File: config.mk
export PLATFORM = sky130hd
export DESIGN_NAME = mac_control_config
export DESIGN_NICKNAME = d
export VERILOG_FILES = /design/src/hw/mac_cfg_pkg.sv /design/src/hw/rx_frame_filter.sv /design/src/hw/mac_control_config.sv
export SDC_FILE = /design/constraint.sdc
export NUM_CORES = 1
export LEC_CHECK = 0
export ABC_AREA = 1
export BUFFER_PORTS_ARGS = -buffer_cell sky130_fd_sc_hd__buf_2
export CAP_MARGIN = 10
export CORE_MARGIN = 4
export CORE_UTILIZATION = 51
export CTS_CLUSTER_SIZE = 14
export DETAILED_ROUTE_END_ITERATION = 6
export PLACE_DENSITY = 0.85
export SLEW_MARGIN = 20
export SYNTH_ARGS = -nofsm -noshare
export SYNTH_HDL_FRONTEND = slang
export SYNTH_SLANG_ARGS = --single-unit
File: constraint.sdc
create_clock -name ref_clk_in -period 6.6 [get_ports ref_clk_in]
set_input_delay 1.32 -clock ref_clk_in [delete_from_list [all_inputs] [get_ports ref_clk_in]]
set_output_delay 1.32 -clock ref_clk_in [all_outputs]
set_load 0.01 [all_outputs]
File: src/hw/mac_cfg_pkg.sv
// Package with register map, field positions and shared types of the MAC control front end
package mac_cfg_pkg;
    localparam logic [7:0] ID_OFFSET = 8'h00;
    localparam logic [7:0] CTRL_OFFSET = 8'h04;
    localparam logic [7:0] STATUS_OFFSET = 8'h08;
    localparam int CMF_BIT = 24;
    localparam int CSF_BIT = 23;
    localparam int CEF_BIT = 22;
    localparam int PIN_SEL_BIT = 18;
    localparam int FORCE_1000_BIT = 17;
    localparam int IFACE_B_BIT = 16;
    localparam int IFACE_A_BIT = 15;
    localparam int IDLE_CMD_BIT = 11;
    localparam int SHORT_GAP_BIT = 10;
    localparam int SPEED_BIT = 7;
    localparam int TX_PACE_BIT = 6;
    localparam int GMII_EN_BIT = 5;
    localparam int TX_FLOW_BIT = 4;
    localparam int RX_FLOW_BIT = 3;
    localparam int MTEST_BIT = 2;
    localparam int LOOPBACK_BIT = 1;
    localparam int FULL_DUPLEX_BIT = 0;
    localparam logic [31:0] CTRL_WRITE_MASK = 32'h01c78cff;
    localparam logic [31:0] CTRL_RESET = 32'h00000000;
    localparam int STAT_IDLE_BIT = 31;
    localparam int STAT_EXT_1000_BIT = 4;
    localparam int STAT_EXT_DUPLEX_BIT = 3;
    localparam int MIN_FRAME_BYTES = 64;
    localparam int IDLE_DRAIN_CYCLES = 4;
    localparam logic [31:0] UNMAPPED_READ = 32'h00000000;

    typedef struct packed {
        logic done;
        logic [15:0] length;
        logic crc_err;
        logic align_err;
        logic code_err;
        logic is_control;
        logic is_pause;
    } rx_frame_t;

    typedef struct packed {
        logic valid;
        logic keep;
        logic control;
        logic fragment;
        logic undersized;
        logic crc_err;
        logic align_err;
        logic code_err;
        logic act_pause;
        logic act_control;
    } rx_verdict_t;
endpackage

File: src/hw/rx_frame_filter.sv
// Receive frame filter: decides delivery and end-of-packet flags for each finished frame
`timescale 1ns/1ps
module rx_frame_filter
(
    input wire logic clk_in, // Clock
    input wire logic rst_b_in, // Synchronised reset, active low
    input wire logic copy_control_frames_en_in, // Deliver control frames
    input wire logic copy_short_frames_en_in, // Deliver short frames
    input wire logic copy_error_frames_en_in, // Deliver error frames
    input wire logic pause_en_in, // Pause handling enabled
    input wire logic control_act_en_in, // Control frame handling enabled
    input wire mac_cfg_pkg::rx_frame_t frame_in, // Finished frame summary
    output mac_cfg_pkg::rx_verdict_t verdict_out // Registered verdict
);
    mac_cfg_pkg::rx_verdict_t verdict;
    mac_cfg_pkg::rx_verdict_t next_verdict;
    logic short_frame;
    logic any_err;

    always_comb
    begin
        short_frame = frame_in.length < 16'(mac_cfg_pkg::MIN_FRAME_BYTES);
        any_err = frame_in.crc_err | frame_in.align_err | frame_in.code_err;
        next_verdict = '0;
        next_verdict.valid = frame_in.done;
        if (frame_in.done)
        begin
            // Short filter applies first, then error (long frames only), then control
            next_verdict.keep = 1'b1;
            if (short_frame && !copy_short_frames_en_in)
                next_verdict.keep = 1'b0;
            if (any_err && !short_frame && !copy_error_frames_en_in)
                next_verdict.keep = 1'b0;
            if (frame_in.is_control && !copy_control_frames_en_in)
                next_verdict.keep = 1'b0;
            next_verdict.control = frame_in.is_control && copy_control_frames_en_in;
            next_verdict.fragment = short_frame && any_err;
            next_verdict.undersized = short_frame && !any_err;
            next_verdict.crc_err = frame_in.crc_err;
            next_verdict.align_err = frame_in.align_err;
            next_verdict.code_err = frame_in.code_err;
            // Acting on pause is independent of copying
            next_verdict.act_pause = frame_in.is_pause && pause_en_in;
            next_verdict.act_control = frame_in.is_control && !frame_in.is_pause && control_act_en_in;
        end
    end

    always_ff @(posedge clk_in or negedge rst_b_in)
    begin
        if (!rst_b_in)
            verdict <= '0;
        else
            verdict <= next_verdict;
    end

    assign verdict_out = verdict;
endmodule // rx_frame_filter

File: src/hw/mac_control_config.sv
// Top of the MAC configuration front end: register slave, mode selection, idle and filtering
// Summary of operation
// - Control frames reach memory only with copy enabled; otherwise dropped yet acted upon.
// - Pause frames are acted upon whenever pause handling is on and full duplex is in effect.
// - Control frames delivered by copy carry the control flag.
// - Frames under 64 bytes reach memory only with short copy enabled.
// - Short delivered frames flagged fragment if errored, else undersized.
// - Errored frames reach memory with error flags only when error copy enabled; short errored frames follow short copy instead.
// - Pin mode select takes duplex and speed from input pins.
// - Duplex output always shows the full duplex mode in effect.
// - Force gigabit bit puts the MAC into gigabit operation.
// - Two interface control bits drive general purpose outputs directly.
// - Idle request bit commands idle; reaching idle shows in status idle flag.
// - Short gap used only when enabled and short gap input asserted.
// - Speed bit selects 10/100 or gigabit; gigabit is full duplex only.
// - Identification register returns ident, Z, X and Y fields.
// - Duplex bit selects half or full; gigabit forces full duplex.
// - Status idle flag reads one once idle is reached after a command.
// - GMII paths held in reset while GMII enable is zero.
//
// Decided for this implementation: the placing of the registers and register access over Avalon-MM.
`timescale 1ns/1ps
module mac_control_config
#(
    parameter logic [15:0] IDENT = 16'h00a5, // Arbitrary identifier value
    parameter logic [4:0] VER_Z = 5'h01, // Arbitrary
    parameter logic [2:0] VER_X = 3'h1, // Arbitrary
    parameter logic [7:0] VER_Y = 8'h00, // Arbitrary
    parameter int IDLE_DRAIN = mac_cfg_pkg::IDLE_DRAIN_CYCLES // Quiet cycles before idle is reported
)
(
    input wire logic ref_clk_in, // 20 MHz clock
    input wire logic rst_b_in, // Asynchronous reset, active low
    input wire logic [7:0] avs_address_in, // Byte address
    input wire logic avs_read_in, // Read request
    input wire logic avs_write_in, // Write request
    input wire logic [31:0] avs_writedata_in, // Write data
    input wire logic [3:0] avs_byteenable_in, // Byte enables
    output logic [31:0] avs_readdata_out, // Read data
    output logic avs_waitrequest_out, // Stall
    input wire logic duplex_pin_in, // External full duplex
    input wire logic speed_pin_in, // External gigabit
    input wire logic short_gap_req_in, // Short gap request
    input wire logic tx_busy_in, // Transmit or receive activity
    input wire mac_cfg_pkg::rx_frame_t rx_frame_in, // Finished receive frame
    output mac_cfg_pkg::rx_verdict_t rx_verdict_out, // Delivery verdict
    output logic full_duplex_out, // Duplex mode in effect
    output logic gigabit_out, // Gigabit mode in effect
    output logic short_gap_out, // Use short gap
    output logic iface_output_a_out, // General purpose output A
    output logic iface_output_b_out, // General purpose output B
    output logic gmii_rst_b_out, // GMII paths reset, active low
    output logic idle_out, // MAC idle reached
    output logic loopback_out, // Loopback mode
    output logic tx_pace_out, // Transmit pacing
    output logic tx_flow_en_out, // Act on pause frames
    output logic rx_flow_en_out // Receive flow control
);
    typedef enum logic [1:0] {ST_IDLE = 2'b01, ST_ACK = 2'b00} bus_state_t;
    typedef enum logic [1:0] {RUN = 2'b00, DRAIN = 2'b01, HALTED = 2'b11} idle_state_t;

    logic rst_meta;
    logic rst_sync;
    bus_state_t bus_state;
    bus_state_t next_bus_state;
    logic [31:0] mac_control;
    logic [31:0] next_mac_control;
    logic [31:0] rdata;
    logic [31:0] next_rdata;
    logic [31:0] mac_state_reg;
    logic [31:0] wmask;
    idle_state_t idle_state;
    idle_state_t next_idle_state;
    logic [7:0] drain_cnt;
    logic [7:0] next_drain_cnt;
    logic eff_1000;
    logic eff_duplex;
    logic next_duplex;
    logic next_gig;
    logic next_short_gap;

    // Reset release through two flops; assertion stays asynchronous
    always_ff @(posedge ref_clk_in or negedge rst_b_in)
    begin
        if (!rst_b_in)
        begin
            rst_meta <= 1'b0;
            rst_sync <= 1'b0;
        end
        else
        begin
            rst_meta <= 1'b1;
            rst_sync <= rst_meta;
        end
    end

    // Each access is answered one cycle after it is seen, then waitrequest drops for one edge
    always_comb
    begin
        wmask = {{8{avs_byteenable_in[3]}}, {8{avs_byteenable_in[2]}},
                 {8{avs_byteenable_in[1]}}, {8{avs_byteenable_in[0]}}};
        next_bus_state = bus_state;
        next_mac_control = mac_control;
        next_rdata = rdata;
        case (bus_state)
            ST_IDLE:
            begin
                if (avs_read_in || avs_write_in)
                begin
                    next_bus_state = ST_ACK;
                    case (avs_address_in)
                        mac_cfg_pkg::ID_OFFSET: next_rdata = {IDENT, VER_Z, VER_X, VER_Y};
                        mac_cfg_pkg::CTRL_OFFSET: next_rdata = mac_control;
                        mac_cfg_pkg::STATUS_OFFSET: next_rdata = mac_state_reg;
                        default: next_rdata = mac_cfg_pkg::UNMAPPED_READ;
                    endcase
                end
            end
            ST_ACK:
            begin
                next_bus_state = ST_IDLE;
                // Write lands at the edge that sees waitrequest low, where the master completes it
                if (avs_write_in && avs_address_in == mac_cfg_pkg::CTRL_OFFSET)
                begin
                    next_mac_control = (mac_control & ~(wmask & mac_cfg_pkg::CTRL_WRITE_MASK))
                        | (avs_writedata_in & wmask & mac_cfg_pkg::CTRL_WRITE_MASK);
                end
            end
            default: next_bus_state = ST_IDLE;
        endcase
    end

    always_ff @(posedge ref_clk_in or negedge rst_sync)
    begin
        if (!rst_sync)
        begin
            bus_state <= ST_IDLE;
            mac_control <= mac_cfg_pkg::CTRL_RESET;
            rdata <= '0;
        end
        else
        begin
            bus_state <= next_bus_state;
            mac_control <= next_mac_control;
            rdata <= next_rdata;
        end
    end

    // Pin select takes speed and duplex from pins; forced or selected gigabit implies full duplex
    always_comb
    begin
        eff_1000 = mac_control[mac_cfg_pkg::FORCE_1000_BIT]
            | (mac_control[mac_cfg_pkg::PIN_SEL_BIT] ? speed_pin_in
                                                     : mac_control[mac_cfg_pkg::SPEED_BIT]);
        eff_duplex = eff_1000 | mac_control[mac_cfg_pkg::LOOPBACK_BIT]
            | (mac_control[mac_cfg_pkg::PIN_SEL_BIT] ? duplex_pin_in
                                                     : mac_control[mac_cfg_pkg::FULL_DUPLEX_BIT]);
        next_duplex = eff_duplex;
        next_gig = eff_1000;
        next_short_gap = mac_control[mac_cfg_pkg::SHORT_GAP_BIT] & short_gap_req_in;
        mac_state_reg = '0;
        mac_state_reg[mac_cfg_pkg::STAT_IDLE_BIT] = (idle_state == HALTED);
        mac_state_reg[mac_cfg_pkg::STAT_EXT_1000_BIT] = speed_pin_in;
        mac_state_reg[mac_cfg_pkg::STAT_EXT_DUPLEX_BIT] = duplex_pin_in;
    end

    // Idle: wait for activity to stay quiet for IDLE_DRAIN cycles; clearing the command resumes
    always_comb
    begin
        next_idle_state = idle_state;
        next_drain_cnt = drain_cnt;
        case (idle_state)
            RUN:
            begin
                next_drain_cnt = '0;
                if (mac_control[mac_cfg_pkg::IDLE_CMD_BIT])
                    next_idle_state = DRAIN;
            end
            DRAIN:
            begin
                if (!mac_control[mac_cfg_pkg::IDLE_CMD_BIT])
                    next_idle_state = RUN;
                else if (tx_busy_in)
                    next_drain_cnt = '0;
                else if (drain_cnt >= 8'(IDLE_DRAIN - 1))
                    next_idle_state = HALTED;
                else
                    next_drain_cnt = drain_cnt + 8'h01;
            end
            HALTED:
            begin
                if (!mac_control[mac_cfg_pkg::IDLE_CMD_BIT])
                    next_idle_state = RUN;
            end
            default: next_idle_state = RUN;
        endcase
    end

    always_ff @(posedge ref_clk_in or negedge rst_sync)
    begin
        if (!rst_sync)
        begin
            idle_state <= RUN;
            drain_cnt <= '0;
            full_duplex_out <= 1'b0;
            gigabit_out <= 1'b0;
            short_gap_out <= 1'b0;
            iface_output_a_out <= 1'b0;
            iface_output_b_out <= 1'b0;
            gmii_rst_b_out <= 1'b0;
            idle_out <= 1'b0;
            loopback_out <= 1'b0;
            tx_pace_out <= 1'b0;
            tx_flow_en_out <= 1'b0;
            rx_flow_en_out <= 1'b0;
        end
        else
        begin
            idle_state <= next_idle_state;
            drain_cnt <= next_drain_cnt;
            full_duplex_out <= next_duplex;
            gigabit_out <= next_gig;
            short_gap_out <= next_short_gap;
            iface_output_a_out <= mac_control[mac_cfg_pkg::IFACE_A_BIT];
            iface_output_b_out <= mac_control[mac_cfg_pkg::IFACE_B_BIT];
            gmii_rst_b_out <= mac_control[mac_cfg_pkg::GMII_EN_BIT];
            idle_out <= (next_idle_state == HALTED);
            loopback_out <= mac_control[mac_cfg_pkg::LOOPBACK_BIT];
            tx_pace_out <= mac_control[mac_cfg_pkg::TX_PACE_BIT];
            // Pause frames are only honoured in full duplex
            tx_flow_en_out <= mac_control[mac_cfg_pkg::TX_FLOW_BIT] & eff_duplex;
            rx_flow_en_out <= mac_control[mac_cfg_pkg::RX_FLOW_BIT];
        end
    end

    // Stall is bit 0 of the state flop itself
    assign avs_waitrequest_out = bus_state[0];
    assign avs_readdata_out = rdata;

    rx_frame_filter u_filter
    (
        .clk_in(ref_clk_in),
        .rst_b_in(rst_sync),
        .copy_control_frames_en_in(mac_control[mac_cfg_pkg::CMF_BIT]),
        .copy_short_frames_en_in(mac_control[mac_cfg_pkg::CSF_BIT]),
        .copy_error_frames_en_in(mac_control[mac_cfg_pkg::CEF_BIT]),
        .pause_en_in(mac_control[mac_cfg_pkg::TX_FLOW_BIT] & eff_duplex),
        .control_act_en_in(mac_control[mac_cfg_pkg::TX_FLOW_BIT]),
        .frame_in(rx_frame_in),
        .verdict_out(rx_verdict_out)
    );
endmodule // mac_control_config

==> metrics <==
Post-synth EDFFs=0; Overall Global Routing Usage=0.185; total CTS buffers=9; # rows=27; Clock transition at path regs=0.07 ns; minimum clock period=2.32 ns; first-pass GRT wire length=10.2 mm; RSZ-0062 raised after global routing=no; Setup crit end kind=primary output; Req. time, crit path=5.28 ns; clk sinks=70; PortBufs=94; synth warn=0; Post-CTS Resized=0; area of the core=5510 um2; DP Wirelength=4.42 mm; CP endpoint=avs_waitrequest_out; Post-layout nets=483; htree depth=3; die height=83.5 um; number of global-route vias before repair=2206; Final setup viols=0; CP peak stage delay=0.54 ns; flop2flop setup slack=4.95 ns; # hold bufs at CTS=0; Synth Register Bits=70; Storage cell area=1750 um2; Pre-antenna DRT Iters=4; worst path arrival time=1.00 ns; outcome=finished, final reports clean; Final Cycle Share=0.351; initial DRC count=98; vias per cell=4.68; drt total wl=6.11 mm; final hold vios=0; slowest CP cell=dfstp_2; Final ANT Viol Nets=0; slew of the pin with the lowest slew margin=0.809 ns; Die ar.=6970 um2; Max Clk Rate=0.432 GHz; Critical Path Stages=1; pwr/cell area=228 nW/um2; Cell variety after synth=27; worst reg2reg path startpoint=bus_state[0]; worst min-delay path category=register to register; CP cell instances=buf_2; Max Cap Viol=0; async set or reset register ratio after synthesis=1.00; CP Class=register to primary output; initial antenna violation count=0; Mapped Cells=308; setup TNS=0 ns; # DRC=0; max-slew violation count=0; clk buf depth=2; reg-to-reg endpoint=avs_readdata_out[0]; ys flop type=dfrtp_1; Root Driver=clkbuf_8; Buf+Inv Stages, Crit Path=1; I/O pins=128; Slew HR=0.460; Lkg Pwr=2.10 nW; crit path max fanout=3; Max VDD drop=124 uV; Non-Filler Instances=485; startpoint types=register; final core occ=0.649; area delta synth->final=23.0%; fillers=459; via count=2271; multi-input combinational cell area=903 um2; DP Cell Count=469; sequential-to-total area share from yosys stat=0.603; synthesized cell area=2910 um2; Final Skew=0.00558 ns; GPL Wtd Cong=0.823; syn_area_per_cell=9.44 um2; average wire per standard cell=12.6 um; family with the most delay on the worst path=flip-flops; worst reg2reg path depth=6; global route overflow=0; TritonCTS clock tree=built; die width=83.5 um; initial core utilization=0.528; post-CTS setup buffers=0; largest net degree at the start of global routing=69; Worst-Skew Late Latency=0.33 ns; diode count=0; Critical Path Source=bus_state[0]; layout cells sized above 1=0.315
==> power breakdown <==
part	internal (mW)	total (mW)	switching (mW)
clock	0.172	0.318	0.146
sequential	0.436	0.439	0.00284
combinational	0.0204	0.0602	0.0397
==> cells by family after synthesis <==
group / count (synthesis) / share of synthesized area
AOI/OAI and AO/OA: 36 / 0.0757
adders and majority gates: 1 / 0.00430
buffers and inverters: 61 / 0.101
DFF: 70 / 0.603
other: 2 / 0.00258
and+or+nand+nor: 138 / 0.214
==> Yosys cell counts (2+ instances only) <==
master,count,area (um2)
nand2_1,72,270
dfrtp_1,69,1730
inv_1,42,158
nor2_1,25,93.8
nand3_1,22,110
buf_4,14,105
o21ai_0,13,65.1
o21ai_2,8,70.1
a21oi_1,7,35.0
a21boi_0,4,30.0
nand2_2,4,25.0
o21ai_1,4,20.0
buf_2,3,15.0
nand4_1,3,18.8
nor3_1,3,15.0
conb_1,2,7.51
nand3b_1,2,15.0
nor2_2,2,12.5
==> cells in the final DEF (no fill, tap or decap) <==
| cell type | count |
|---|---|
| dfrtp_1 | 68 |
| inv_2 | 1 |
| buf_4 | 2 |
| o21ai_1 | 4 |
| o21ai_0 | 13 |
| buf_2 | 94 |
| nor3_1 | 3 |
| a21boi_0 | 4 |
| nor2_1 | 25 |
| conb_1 | 13 |
| a21oi_1 | 7 |
| o21ai_2 | 8 |
| bufinv_16 | 1 |
| nand3_4 | 1 |
| clkbuf_8 | 9 |
| nor2_8 | 1 |
| ha_1 | 1 |
| nor4_1 | 1 |
| nand2_2 | 4 |
| nand4_1 | 3 |
| clkbuf_1 | 2 |
| inv_1 | 42 |
| dfrtp_2 | 1 |
| nand3_1 | 22 |
| nand2_1 | 72 |
| nor2_2 | 2 |
| nand3b_1 | 2 |
| dfstp_2 | 1 |
| nand3_2 | 1 |
| nor3b_1 | 1 |
| clkinv_2 | 4 |
==> through the flow <==
step	power [mW]	cell area, um2	setup slack (ns)	hold slack, ns
after floorplan	0.483	2950	4.38	0.331
after global placement	0.506	3390	3.98	0.335
after detailed placement	0.507	3390	3.95	0.340
after CTS	0.825	3580	4.26	0.357
after global routing	0.853	3580	4.20	0.371
final	0.816	3580	4.28	0.355
==> worst min path at each step <==
stage | startpoint | end | slack (ns) | cells past startpoint
floorplan | rst_meta | rst_sync | 0.33 | 0
global placement | rst_meta | rst_sync | 0.33 | 0
detailed placement | rst_meta | rst_sync | 0.34 | 0
CTS | rst_meta | rst_sync | 0.36 | 0
global route | rst_meta | rst_sync | 0.37 | 0
finish | rst_meta | rst_sync | 0.35 | 0
==> routing by layer <==
layer / vias to the layer above / wire length, um / global-route usage
met5: - / 0 / 0
met4: 0 / 83 / 0.0702
met3: 8 / 439 / 0.0395
met2: 85 / 3040 / 0.304
met1: 1035 / 2550 / 0.240
li1: 1143 / - / -
==> cell type report <==
class / instances / share of cell area
sequential: 70 / 0.491
inverter: 43 / 0.0451
multi-input combinational: 188 / 0.253
clock buffer: 11 / 0.0367
clock inverter: 5 / 0.0140
tap: 72 / 0.0252
timing repair buffer: 96 / 0.136
No activity file was read; power rests on OpenSTA's default activity.
